--- config.mk ---
export PLATFORM = sky130hd
export DESIGN_NAME = charge_time_unit
export DESIGN_NICKNAME = d
export VERILOG_FILES = /design/src/include/ctu_pkg.sv /design/src/include/ctu_ctrl_if.sv /design/src/hdl/charge_time_unit.sv /design/src/hdl/ctu_edge_logic.sv /design/src/hdl/ctu_trigger.sv
export SDC_FILE = /design/constraint.sdc
export NUM_CORES = 1
export LEC_CHECK = 0
export BUFFER_PORTS_ARGS = -buffer_cell sky130_fd_sc_hd__buf_2
export CORE_MARGIN = 8
export CORE_UTILIZATION = 30
export CTS_CLUSTER_DIAMETER = 200
export CTS_CLUSTER_SIZE = 16
export DETAILED_ROUTE_END_ITERATION = 8
export PLACE_DENSITY_LB_ADDON = 0.08
export SLEW_MARGIN = 25
export SYNTH_ARGS = -nofsm -noshare
export SYNTH_HDL_FRONTEND = slang
export SYNTH_HIERARCHICAL = 1
export SYNTH_SLANG_ARGS = --single-unit
--- constraint.sdc ---
create_clock -name CLK -period 3.1 [get_ports CLK]
set_input_delay 0.31 -clock CLK [delete_from_list [all_inputs] [get_ports CLK]]
set_output_delay 0.31 -clock CLK [all_outputs]
set_load 0.1 [all_outputs]
--- src/include/ctu_pkg.sv ---
package ctu_pkg;
  // ****************************************
  // register map
  // ****************************************
  localparam logic [11:0] CONTROL_OFF    = 12'h000;
  localparam logic [11:0] EDGE_STAT_OFF  = 12'h004;
  localparam logic [15:0] CONTROL_RESET  = 16'h0000;
  localparam logic [15:0] CONTROL_MASK   = 16'hbf00;
  localparam int          ENABLE_BIT     = 15;
  localparam int          IDLE_STOP_BIT  = 13;
  localparam int          TIME_GENERATION_ENABLE_BIT       = 12;
  localparam int          HW_EDGE_BIT    = 11;
  localparam int          SEQ_BIT        = 10;
  localparam int          GROUND_BIT     = 9;
  localparam int          TRIG_BIT       = 8;
  localparam int          EDGE1_BIT      = 0;
  localparam int          EDGE2_BIT      = 1;
  localparam logic [1:0]  EDGE_RESET     = 2'h0;
endpackage : ctu_pkg

--- src/include/ctu_ctrl_if.sv ---
`timescale 1ns/1ps
interface ctu_ctrl_if;
  logic       run;
  logic       hw_edge;
  logic       seq;
  logic       time_generation_enable;
  logic       sw_edge1;
  logic       sw_edge2;
  logic       clear_edges;
  logic [1:0] edge_stat;
  modport ctrl (output run, hw_edge, seq, time_generation_enable, sw_edge1, sw_edge2, clear_edges, input edge_stat);
  modport edge_side (input run, hw_edge, seq, time_generation_enable, sw_edge1, sw_edge2, clear_edges, output edge_stat);
endinterface : ctu_ctrl_if

--- src/hdl/charge_time_unit.sv ---
`timescale 1ns/1ps
module charge_time_unit (
  input  wire logic        CLK,
  input  wire logic        RST_N,
  input  wire logic        CE,
  input  wire logic        PSEL,
  input  wire logic        PENABLE,
  input  wire logic        PWRITE,
  input  wire logic [11:0] PADDR,
  input  wire logic [31:0] PWDATA,
  output logic      [31:0] PRDATA,
  output logic             PREADY,
  output logic             PSLVERR,
  input  wire logic        IDLE_MODE,
  input  wire logic        HW_EDGE1,
  input  wire logic        HW_EDGE2,
  output logic             SOURCE_GROUND,
  output logic             CONVERT_TRIGGER,
  output logic             DELAY_ACTIVE,
  output logic             UNIT_RUNNING
);
  import ctu_pkg::*;
  ctu_ctrl_if cif ();
  logic [15:0] control_reg;
  logic        sw1_reg;
  logic        sw2_reg;
  logic        clr_reg;
  logic        run;
  logic        setup;
  logic        access;
  logic        wr_ctrl;
  logic        wr_stat;
  logic        delay_w;
  logic        trig_w;
  // ****************************************
  // apb decode
  // ****************************************
  // slave answers in the first access cycle, so pready is held high;
  // read data is fetched at setup, writes land only when the transfer completes
  assign setup   = PSEL && !PENABLE;
  assign access  = PSEL && PENABLE && PREADY;
  assign wr_ctrl = access && PWRITE && (PADDR == CONTROL_OFF);
  assign wr_stat = access && PWRITE && (PADDR == EDGE_STAT_OFF);
  assign run     = control_reg[ENABLE_BIT] && !(control_reg[IDLE_STOP_BIT] && IDLE_MODE);
  // ****************************************
  // control register
  // ****************************************
  always_ff @(posedge CLK or negedge RST_N) begin
    if (!RST_N) begin
      control_reg <= CONTROL_RESET;
    end else if (CE && wr_ctrl) begin
      control_reg <= PWDATA[15:0] & CONTROL_MASK;
    end
  end
  // software edge writes; set requests only honoured with software edges selected, an all-zero write clears in either mode
  always_ff @(posedge CLK or negedge RST_N) begin
    if (!RST_N) begin
      sw1_reg <= 1'b0;
      sw2_reg <= 1'b0;
      clr_reg <= 1'b0;
    end else if (CE) begin
      sw1_reg <= wr_stat && PWDATA[EDGE1_BIT];
      sw2_reg <= wr_stat && PWDATA[EDGE2_BIT];
      clr_reg <= wr_stat && !PWDATA[EDGE1_BIT] && !PWDATA[EDGE2_BIT];
    end
  end
  assign cif.run         = run;
  assign cif.hw_edge     = control_reg[HW_EDGE_BIT];
  assign cif.seq         = control_reg[SEQ_BIT];
  assign cif.time_generation_enable        = control_reg[TIME_GENERATION_ENABLE_BIT];
  assign cif.sw_edge1    = sw1_reg;
  assign cif.sw_edge2    = sw2_reg;
  assign cif.clear_edges = clr_reg;
  // ****************************************
  // read path
  // ****************************************
  always_ff @(posedge CLK or negedge RST_N) begin
    if (!RST_N) begin
      PRDATA  <= 32'h00000000;
      PREADY  <= 1'b0;
      PSLVERR <= 1'b0;
    end else if (CE) begin
      PREADY  <= 1'b1;
      PSLVERR <= setup && (PADDR != CONTROL_OFF) && (PADDR != EDGE_STAT_OFF);
      if (setup && !PWRITE) begin
        if (PADDR == CONTROL_OFF) begin
          PRDATA <= {16'h0000, control_reg & CONTROL_MASK};
        end else if (PADDR == EDGE_STAT_OFF) begin
          PRDATA <= {30'h0, cif.edge_stat};
        end else begin
          PRDATA <= 32'h00000000;
        end
      end
    end
  end
  // ****************************************
  // analog and converter controls
  // ****************************************
  // grounding is independent of run so software can discharge before enabling;
  // the converter must be sampling meanwhile, which this block does not check
  always_ff @(posedge CLK or negedge RST_N) begin
    if (!RST_N) begin
      SOURCE_GROUND   <= 1'b0;
      CONVERT_TRIGGER <= 1'b0;
      DELAY_ACTIVE    <= 1'b0;
      UNIT_RUNNING    <= 1'b0;
    end else if (CE) begin
      SOURCE_GROUND   <= control_reg[GROUND_BIT];
      CONVERT_TRIGGER <= trig_w;
      DELAY_ACTIVE    <= delay_w;
      UNIT_RUNNING    <= run;
    end
  end
  ctu_edge_logic u_edge (
    .clk          (CLK),
    .rst_n        (RST_N),
    .ce           (CE),
    .hw_edge1     (HW_EDGE1),
    .hw_edge2     (HW_EDGE2),
    .bus          (cif),
    .delay_active (delay_w)
  );
  ctu_trigger u_trig (
    .clk   (CLK),
    .rst_n (RST_N),
    .ce    (CE),
    .arm   (run && control_reg[TRIG_BIT]),
    .edge2 (cif.edge_stat[EDGE2_BIT]),
    .pulse (trig_w)
  );
endmodule : charge_time_unit

--- src/hdl/ctu_edge_logic.sv ---
`timescale 1ns/1ps
module ctu_edge_logic (
  input  wire logic   clk,
  input  wire logic   rst_n,
  input  wire logic   ce,
  input  wire logic   hw_edge1,
  input  wire logic   hw_edge2,
  ctu_ctrl_if.edge_side bus,
  output logic        delay_active
);
  import ctu_pkg::*;
  logic [1:0] stat_reg;
  logic       e1;
  logic       e2;
  assign bus.edge_stat = stat_reg;
  // ****************************************
  // edge source and ordering
  // ****************************************
  always_comb begin
    e1 = bus.hw_edge ? hw_edge1 : bus.sw_edge1;
    e2 = bus.hw_edge ? hw_edge2 : bus.sw_edge2;
  end
  always_ff @(posedge clk or negedge rst_n) begin
    if (!rst_n) begin
      stat_reg <= EDGE_RESET;
    end else if (ce) begin
      if (bus.clear_edges) begin
        stat_reg <= EDGE_RESET;
      end
      // set beats clear in the same cycle
      if (bus.run && e1) begin
        stat_reg[EDGE1_BIT] <= 1'b1;
      end
      if (bus.run && e2 && (!bus.seq || stat_reg[EDGE1_BIT] || e1)) begin
        stat_reg[EDGE2_BIT] <= 1'b1;
      end
    end
  end
  // delay window: open between edge 1 and edge 2 while generation on
  always_ff @(posedge clk or negedge rst_n) begin
    if (!rst_n) begin
      delay_active <= 1'b0;
    end else if (ce) begin
      delay_active <= bus.run && bus.time_generation_enable && stat_reg[EDGE1_BIT] && !stat_reg[EDGE2_BIT];
    end
  end
endmodule : ctu_edge_logic

--- src/hdl/ctu_trigger.sv ---
`timescale 1ns/1ps
module ctu_trigger (
  input  wire logic clk,
  input  wire logic rst_n,
  input  wire logic ce,
  input  wire logic arm,
  input  wire logic edge2,
  output logic      pulse
);
  logic edge2_d_reg;
  // one pulse on the rising of the edge-2 status
  always_ff @(posedge clk or negedge rst_n) begin
    if (!rst_n) begin
      edge2_d_reg <= 1'b0;
      pulse       <= 1'b0;
    end else if (ce) begin
      edge2_d_reg <= edge2;
      pulse       <= arm && edge2 && !edge2_d_reg;
    end
  end
endmodule : ctu_trigger

==> run metrics, run 1 <==
Final Max Tran Viols=0; port bufs=44; DRC Markers=0; CP max stage cell=nor4_4; NumNets Final=218; Setup Fix Bufs, Post-CTS=0; Worst Tran Pin Value=0.6579 ns; # IOs=91; PostCTS Resize Cnt=0; CP endpoint kind=flip-flop; Routed Antenna Nets=0; final core occ=36.68%; max reg flops=9; Sink Count=30; # hold bufs at CTS=0; Placeable Area=0.004629 sq mm; RSZ-0062 raised after global routing=no; Area growth, synth to finish=20.09%; post-route clock period utilization=roughly three fifths; worst r2r src=PREADY; Fin Hold WS=approximately 0.057 ns; vias=989; CP top delay family=simple AND/OR/NAND/NOR gates; crit-path max FO=7; starting density of the core=30.54%; Worst Reg-to-Reg Cells=3; reg-to-reg slack, setup=1.59 ns; layout cell share with drive strength beyond 1=40.96%; Leak Pwr=roughly 0.9 nW; Seq/Total Area, Yosys=53.10%; final std cells w/o fill=220; worst-skew pair later-pin latency=0.28 ns; Die ar.=0.007166 sq mm; WS Path Type=in2reg; Setup Viol. Count Final=0; Yosys cell types=29; Num CTS Buffers=5; clock buffer depth=2; CP arrival=around 2.0 ns; CTS clk-pin slew, worst paths=0.06 ns; placed insts=between 200 and 250; worst hold path type=in2async; r2r endpoint=control_reg[15]; top post-synthesis cells by count=30 x dfrtp_1, 23 x buf_4, 12 x mux2_2; outcome=finished clean; setup_tns=0 ns; GRT Total Usage=under 10%; Mapped Area=between 0.001 and 0.0015 sq mm; share of the synthesized area in the top cell type=53.10%; worst setup margin=1.270 ns; ranking of synthesized cells by area=dfrtp_1 53%, buf_4 12%, mux2_2 9.6%; drt pass-1 iters=4; number of synthesized flops with an enable pin=0; Place WS=roughly 0.95 ns; gpl congestion=0.6789; H-tree depth=2; wire per inst=around 15 um; antenna cells=0; post-detail-place hpwl=2558 um; initial DRC count=41; CP bufs+invs=1; Top FF cell, synth=dfrtp_1; worst path required time=3.26 ns; PwrDens=520.9 mW/mm^2; final hold violation count=0; count leader, synth=dfrtp_1; # rows=25; crit path cell chain=buf_2 -> nor4_1 -> nand3_1 -> nor4_4 -> mux2_2; YS warnings=6; CTS tree=yes; largest net degree at the start of global routing=31; critical path depth=5; cell accounting for the most synthesized area=dfrtp_1; crit path launch type=primary input; vias in the first global route=1,095; #FFs+latches synth=30; min Tclk post-route=1.830 ns; Die Height=84.65 um; width of the die=84.65 um; root buffer cell=clkbuf_8; asr flop ratio synth=100.0%; initial antenna violation count=0; Peak VDD IR=0.2201 mV; Worst Skew=0.004433 ns; routed vias/inst=4.495; synthesized netlist cell count=117; max cap viols=0; fmax=546.5 MHz; grt ovf=0; Slew HR=between 50% and 60%; Syn Area/Cell=around 12 sq um; wirelength, routed=3342 um; first-pass GRT wire length=between 5000 and 6000 um; Crit path largest cell delay=slightly above 0.6 ns
## layout make-up
class | instances | area (sq um)
inverter | 3 | 11.26
fill | 488 | 2932
tap | 54 | 67.56
clock buffer | 6 | 82.58
multi-input combinational | 81 | 553.0
timing repair buffer | 44 | 220.2
sequential | 30 | 750.7
clock inverter | 2 | 12.51
## power breakdown
group	switching, mW	internal [mW]	total, mW
Combinational	0.151	0.0170	0.168
Sequential	0.000630	0.393	0.393
Clock	0.145	0.178	0.323
Total	0.297	0.588	0.884
## through the flow
step | power (mW) | instance area (sq um)
after floorplan | 0.5601 | 1496
after global placement | 0.5678 | 1603
after detailed placement | 0.5689 | 1603
after CTS | 0.9011 | 1698
after global routing | 0.9228 | 1698
final | 0.8844 | 1698
## worst register-to-register path, delay by kind of cell (launching register included)
kind / cells / cell delay (ns)
multiplexers: 1 / 0.41
AND/OR/NAND/NOR: 2 / 0.62
flip-flops: 1 / 0.37
## cell families after synthesis
logic type      count (synthesis)  share of synthesized area, %
simple gates                   25                         11.06
buf+inv                        28                         13.63
flops                          30                         53.10
compound gates                 18                         9.912
other cells                     1                        0.2652
mux                            15                         12.04
## cells in the final DEF (no fill, tap or decap), types with 3 or more instances in the layout
| cell | count |
|---|---|
| dfrtp_1 | 30 |
| inv_1 | 3 |
| nand3_1 | 4 |
| clkbuf_8 | 6 |
| mux2_2 | 12 |
| o21ai_0 | 4 |
| conb_1 | 23 |
| a22o_1 | 10 |
| buf_2 | 44 |
| nand2_1 | 6 |
## how the worst max path moves through the flow
stage                                  to  slack [ns]  startpoint
after global placement    control_reg[15]        0.97    PADDR[1]
after floorplan           control_reg[10]        1.07      PREADY
after global routing           PRDATA[15]        1.11          CE
final                     control_reg[15]        1.27    PADDR[1]
after CTS                 control_reg[15]        1.24    PADDR[1]
after detailed placement  control_reg[11]        0.95    PADDR[1]
## layer usage
layer  global-route usage, %  part of all wire (%)  vias up
met4                   3.398                   1.3        0
li1                        -                     -      468
met3                   4.780                   9.4        4
met1                   11.30                    44      472
met5                       0                     0        -
met2                   15.10                    46       45
Power figures use the tool's default switching activity.
==> run 2, diff against run 1 <==
clock period = 1.5 ns   (was 3.1 ns; I/O delays follow)
==> run 2 against run 1 <==
Compared with the run above:
- utilization is 2.4 points higher
- critical endpoint is now control_reg[11]
- power up 120%
- non-clock buffer count up 8
- setup slack lost 1.1 ns
- sequential share of layout area shrank 2.5 points
- count of clock-buffer cells in the layout is 1 lower
==> run metrics, run 2 (same netlist as run 1, synthesis figures left out) <==
final hold violation count=0 (unchanged); wire per inst=15.33 um (was 15.19 um); Switching Share=32.12% (was 33.56%); WS Path Type=in2reg (unchanged); Area growth, synth to finish=27.88% (was 20.09%); Worst setup startpoint=PADDR[4] (was PADDR[1]); drt pass-1 iters=2 (was 4); initial DRC count=22 (was 41); Critical path destination=control_reg[11] (was control_reg[15]); Worst Reg-to-Reg Cells=4 (was 3); Setup Viol. Count Final=0 (unchanged); sw power=635.4 uW (was 296.8 uW); crit path cell chain=buf_2 -> nor4_2 -> nand3_2 -> nor4_4 -> buf_4 -> mux2_2 (was buf_2 -> nor4_1 -> nand3_1 -> nor4_4 -> mux2_2); commonest non-fill, non-tap cell in the layout=buf_2 (unchanged); grt ovf=0 (unchanged); initial antenna violation count=0 (unchanged); worst path required time=1.67 ns (was 3.26 ns); gpl congestion=0.7030 (was 0.6789); most frequent cells in the layout=44 x buf_2, 29 x dfrtp_1, 23 x conb_1, 12 x mux2_2, 10 x a22o_1 (was 44 x buf_2, 30 x dfrtp_1, 23 x conb_1, 12 x mux2_2, 10 x a22o_1); worst hold path type=in2reg (was in2async); layout cell share with drive strength beyond 1=45.98% (was 40.96%); Sink Count=30 (unchanged); Place WS=-0.1927 ns (was 0.9473 ns); min Tclk post-route=1.354 ns; CP max stage cell=nor4_2 (was nor4_4); internal cell power=1.342 mW (was 587.6 uW); max cap viols=0 (unchanged); Final Max Tran Viols=0 (unchanged); DRC Markers=0 (unchanged); CTS tree=yes (unchanged); Placeable Area=0.004629 sq mm (unchanged); vias=995 (was 989); Die ar.=0.007166 sq mm (unchanged); wirelength, routed=3495 um (was 3342 um); r2r endpoint=u_edge/delay_active (was control_reg[15]); post-detail-place hpwl=2795 um (was 2558 um); port bufs=44 (unchanged); starting density of the core=30.54% (unchanged); H-tree depth=2 (unchanged); root buffer cell=clkbuf_8 (unchanged); worst-skew pair later-pin latency=0.28 ns (about the same); PwrDens=1094 mW/mm^2 (was 520.9 mW/mm^2); CP endpoint kind=flip-flop (unchanged); vias in the first global route=1,110 (was 1,095); worst r2r src=control_reg[15] (was PREADY); outcome=finished clean (unchanged); worst setup margin=0.1457 ns (was 1.270 ns); NumNets Final=226 (was 218); CTS clk-pin slew, worst paths=0.07 ns (was 0.06 ns); Crit path largest cell delay=0.33 ns (was 0.61 ns); CP arrival=1.52 ns (was 1.99 ns); first-pass GRT wire length=5761 um (was 5451 um); Fin Hold WS=0.1005 ns (was 0.05722 ns); width of the die=84.65 um (unchanged); Clock power frac=40.6% (was 36.5%); Die Height=84.65 um (unchanged); Num CTS Buffers=5 (unchanged); Routed Antenna Nets=0 (unchanged); crit path launch type=primary input (unchanged); # IOs=91 (unchanged); routed vias/inst=4.364 (was 4.495); final core occ=39.05% (was 36.68%); Worst Skew=0.007291 ns (was 0.004433 ns); post-route clock period utilization=around nine tenths; largest net degree at the start of global routing=21 (was 31); Setup Fix Bufs, Post-CTS=0 (unchanged); Leak Pwr=0.9571 nW (was 0.9040 nW); Reg power frac=41.1% (was 44.5%); fmax=between 700 and 800 MHz; part of the power in combinational logic=18.4% (was 19.0%); # rows=25 (unchanged); clock buffer depth=2 (unchanged); Peak VDD IR=0.4293 mV (was 0.2201 mV); max reg flops=9 (unchanged); reg-to-reg slack, setup=0.21 ns (was 1.59 ns); antenna cells=0 (unchanged); RSZ-0062 raised after global routing=no (unchanged); GRT Total Usage=10.29% (was 9.721%); crit-path max FO=7 (unchanged)
-- run 2: cell types whose count changed in the layout (fill, tap and decap cells not counted), sizes merged --
cell	change
buf	+7
clkinv	+1
dlygate4sd3	+1
clkbuf	-1
clkinvlp	-1
bufinv	+1
-- run 2: stage by stage --
stage | instances | area (sq um) | total power, mW | TNS (ns)
after global routing | 228 | 1808 | 2.051 | 0
after global placement | 219 | 1684 | 1.187 | -0.9087
after floorplan | 139 | 1525 | 1.159 | -0.2847
after CTS | 228 | 1803 | 2.000 | 0
final | 228 | 1808 | 1.978 | 0
after detailed placement | 219 | 1684 | 1.189 | -1.320
-- run 2: worst min-delay path by stage --
stage                   start              end  slack, ns  cells past startpoint
global placement        RST_N          PSLVERR       0.13                      1
global route        PWDATA[9]   control_reg[9]       0.09                      2
floorplan               RST_N  CONVERT_TRIGGER      -0.15                      0
detailed placement      RST_N       PRDATA[11]       0.14                      1
finish              PWDATA[9]   control_reg[9]       0.10                      2
CTS                 PWDATA[9]   control_reg[9]       0.09                      2
-- run 2: cell type report --
type	count	area, sq um
multi-input cells	81	583.1
clock buffers	5	68.82
repair buffers	52	282.8
flip-flops and latches	30	754.5
well taps	54	67.56
clock inverters	3	40.04
fillers	486	2821
inverters	3	11.26
-- run 2: power groups by stage --
| stage | Sequential (mW) | Combinational [mW] | Clock (mW) |
|---|---|---|---|
| CTS | 0.812 | 0.363 | 0.825 |
| global route | 0.812 | 0.378 | 0.861 |
| floorplan | 0.843 | 0.316 | 0 |
| global placement | 0.827 | 0.360 | 0 |
| finish | 0.812 | 0.363 | 0.802 |
| detailed placement | 0.827 | 0.361 | 0 |
-- run 2: timing repair --
item,4_1_cts,5_1_grt
hold buffers,1,0
resized for setup,0,1
hold endpoints to repair,19,0
endpoints found under the setup margin,0,7
-- run 2: routing by layer --
layer  up-vias  GRT usage [%]  share of wire, %
met3         6          4.390               5.9
met2        26          16.75                50
met1       476          11.83                43
met5         -              0                 0
li1        487              -                 -
met4         0          3.398               1.2
-- run 2: critical path: cells and delay by family --
family        cells  cell delay, ns
simple gates      3            0.73
mux               1            0.33
buf+inv           2            0.30
==> run 3, diff against run 2 <==
SYNTH_HIERARCHICAL = default   (was 1)
==> run 3 against run 2 <==
Compared with the run above:
- clock power down 25%
- final cell count decreased by 1.3%
- global-route usage about the same
- setup slack got worse by 0.043 ns
- hold slack improved by 0.0034 ns
- first-iteration DRC count is 50% lower
- combinational power shrank 4%
- sequential power about the same
==> run metrics, run 3 <==
final hold violation count=0 (unchanged); GRT Total Usage=10.32% (was 10.29%); drt pass-1 iters=4 (was 2); grt ovf=0 (unchanged); Final Max Tran Viols=0 (unchanged); Place WS=-0.04251 ns (was -0.1927 ns); WS Path Type=reg2reg (was in2reg); Die Height=84.26 um (was 84.65 um); worst path required time=1.66 ns (was 1.67 ns); worst-skew pair later-pin latency=0.27 ns (was 0.28 ns); crit-path max FO=7 (unchanged); Worst Skew=0.002994 ns (was 0.007291 ns); wire per inst=15.08 um (was 15.33 um); share of the synthesized area in the top cell type=53.72% (was 53.10%); antenna cells=0 (unchanged); YS warnings=0 (was 6); Die ar.=0.007099 sq mm (was 0.007166 sq mm); port bufs=44 (unchanged); CP arrival=1.56 ns (was 1.52 ns); commonest non-fill, non-tap cell in the layout=buf_2 (unchanged); cell accounting for the most synthesized area=dfrtp_1 (unchanged); CP endpoint kind=flip-flop (unchanged); layout cell share with drive strength beyond 1=40.94% (was 45.98%); clock buffer depth=2 (unchanged); crit path launch type=flip-flop (was primary input); top post-synthesis cells by count=30 x dfrtp_1, 23 x buf_4, 11 x mux2_2 (was 30 x dfrtp_1, 23 x buf_4, 12 x mux2_2); wirelength, routed=3392 um (was 3495 um); initial DRC count=11 (was 22); Setup Viol. Count Final=0 (unchanged); Peak VDD IR=0.3819 mV (was 0.4293 mV); Setup Fix Bufs, Post-CTS=0 (unchanged); multi-input logic area=523.0 sq um (was 583.1 sq um); initial antenna violation count=0 (unchanged); Worst Tran Pin Value=0.6698 ns; Fin Hold WS=0.1039 ns (was 0.1005 ns); first-pass GRT wire length=5816 um (was 5761 um); NumNets Final=224 (was 226); # rows=25 (unchanged); worst hold path type=in2reg (unchanged); Syn Area/Cell=11.84 sq um (was 12.08 sq um); # IOs=91 (unchanged); RSZ-0062 raised after global routing=no (unchanged); CTS tree=yes (unchanged); routed vias/inst=4.422 (was 4.364); #FFs+latches synth=30 (unchanged); Sink Count=30 (unchanged); fmax=715.9 MHz (was 738.4 MHz); Num CTS Buffers=5 (unchanged); H-tree depth=2 (unchanged); Slew HR=55.35%; ranking of synthesized cells by area=dfrtp_1 54%, buf_4 12%, mux2_2 8.9% (was dfrtp_1 53%, buf_4 12%, mux2_2 9.6%); Routed Antenna Nets=0 (unchanged); outcome=finished clean (unchanged); post-detail-place hpwl=2708 um (was 2795 um); Mapped Area=0.001398 sq mm (was 0.001414 sq mm); register area=754.5 sq um (unchanged); crit path cell chain=nand4_1 -> nor2_1 -> and3b_1 -> buf_12 -> mux2_2 (was buf_2 -> nor4_2 -> nand3_2 -> nor4_4 -> buf_4 -> mux2_2); root buffer cell=clkbuf_8 (unchanged); starting density of the core=30.39% (was 30.54%); Seq/Total Area, Yosys=53.72% (was 53.10%); CP max stage cell=dfrtp_4 (was nor4_2); asr flop ratio synth=100.0% (unchanged); gpl congestion=0.7227 (was 0.7030); Top FF cell, synth=dfrtp_1 (unchanged); vias=995 (unchanged); Crit path largest cell delay=0.41 ns (was 0.33 ns); Placeable Area=0.004598 sq mm (was 0.004629 sq mm); Area growth, synth to finish=22.83% (was 27.88%); synthesized netlist cell count=118 (was 117); CTS clk-pin slew, worst paths=0.06 ns (was 0.07 ns); vias in the first global route=1,137 (was 1,110); width of the die=84.26 um (was 84.65 um); worst setup margin=0.1031 ns (was 0.1457 ns); Leak Pwr=0.9132 nW (was 0.9571 nW); min Tclk post-route=1.397 ns (was 1.354 ns); max reg flops=9 (unchanged); Filler Cells Inserted=486 (unchanged); Yosys cell types=26 (was 29); number of synthesized flops with an enable pin=0 (unchanged); most frequent cells in the layout=44 x buf_2, 29 x dfrtp_1, 23 x conb_1, 11 x mux2_2, 10 x a22o_1 (was 44 x buf_2, 29 x dfrtp_1, 23 x conb_1, 12 x mux2_2, 10 x a22o_1); max cap viols=0 (unchanged); DRC Markers=0 (unchanged); PwrDens=1026 mW/mm^2 (was 1094 mW/mm^2); largest net degree at the start of global routing=31 (was 21); post-route clock period utilization=93.12% (was 90.29%); count leader, synth=dfrtp_1 (unchanged)
-- run 3: changes by cell type after synthesis, moves of 2 or more --
cell / change
nand2_1: +3
and3_2: +2
and3b_1: +2
o32ai_1: +2
and3_1: -2
-- run 3: path summary, 6_finish.rpt --
kind | from | end | slack (ns) | cells after the start
setup reg to reg | PREADY | control_reg[9] | 0.10 | 5
min in group asynchronous | RST_N | PRDATA[9] | 0.45 | 2
setup / recovery | PREADY | control_reg[9] | 0.10 | 5
hold reg to reg | u_trig.edge2_d_reg | u_trig.pulse | 0.47 | 1
max in group asynchronous | RST_N | PREADY | 0.55 | 2
hold / removal | PWDATA[10] | control_reg[10] | 0.10 | 2
-- run 3: stage by stage --
step | cell area [sq um] | setup TNS (ns) | total power [mW] | utilization [%] | std cells
3_5_place_dp | 1630 | -0.2212 | 1.176 | 35.46 | 217
6_report | 1717 | 0 | 1.762 | 37.33 | 225
2_1_floorplan | 1484 | -0.3592 | 1.156 | - | 140
5_1_grt | 1717 | 0 | 1.832 | 37.33 | 225
3_3_place_gp | 1630 | 0 | 1.174 | 35.46 | 217
4_1_cts | 1717 | 0 | 1.787 | 37.33 | 225
-- run 3: logic make-up after synthesis --
family	share of synthesized area, %
DFF	53.72
buffers and inverters	14.77
and+or+nand+nor	10.83
AOI/OAI and AO/OA	10.12
muxes	10.30
other	0.2683
-- run 3: critical path: cells and delay by family (launching register included) --
family,cells,cell delay (ns)
buffers and inverters,1,0.13
DFF,1,0.41
muxes,1,0.33
and+or+nand+nor,3,0.41
-- run 3: metal layers --
layer,vias to the layer above,global-route usage (%),wire length [um]
li1,470,-,-
met2,45,16.30,1608
met5,-,0,0
met1,476,11.48,1409
met3,4,5.421,321
met4,0,3.768,54
-- run 3: layout make-up --
type,count,share of cell area [%]
inverters,4,0.8746
repair buffers,50,16.33
multi-input cells,80,30.47
clock buffers,7,4.446
well taps,54,3.936
flip-flops and latches,30,43.95
-- run 3: report_power, final --
group	leakage, nW	switching [mW]	internal, mW
sequential	0.413	0.00156	0.812
combinational	0.461	0.311	0.0391
clock	0.0383	0.280	0.319
total	0.913	0.592	1.17
-- run 3: what timing repair did --
action,in CTS,in global routing
hold endpoints to repair,30,0
resized for setup,0,0
endpoints found under the setup margin,0,0
hold buffers,1,0
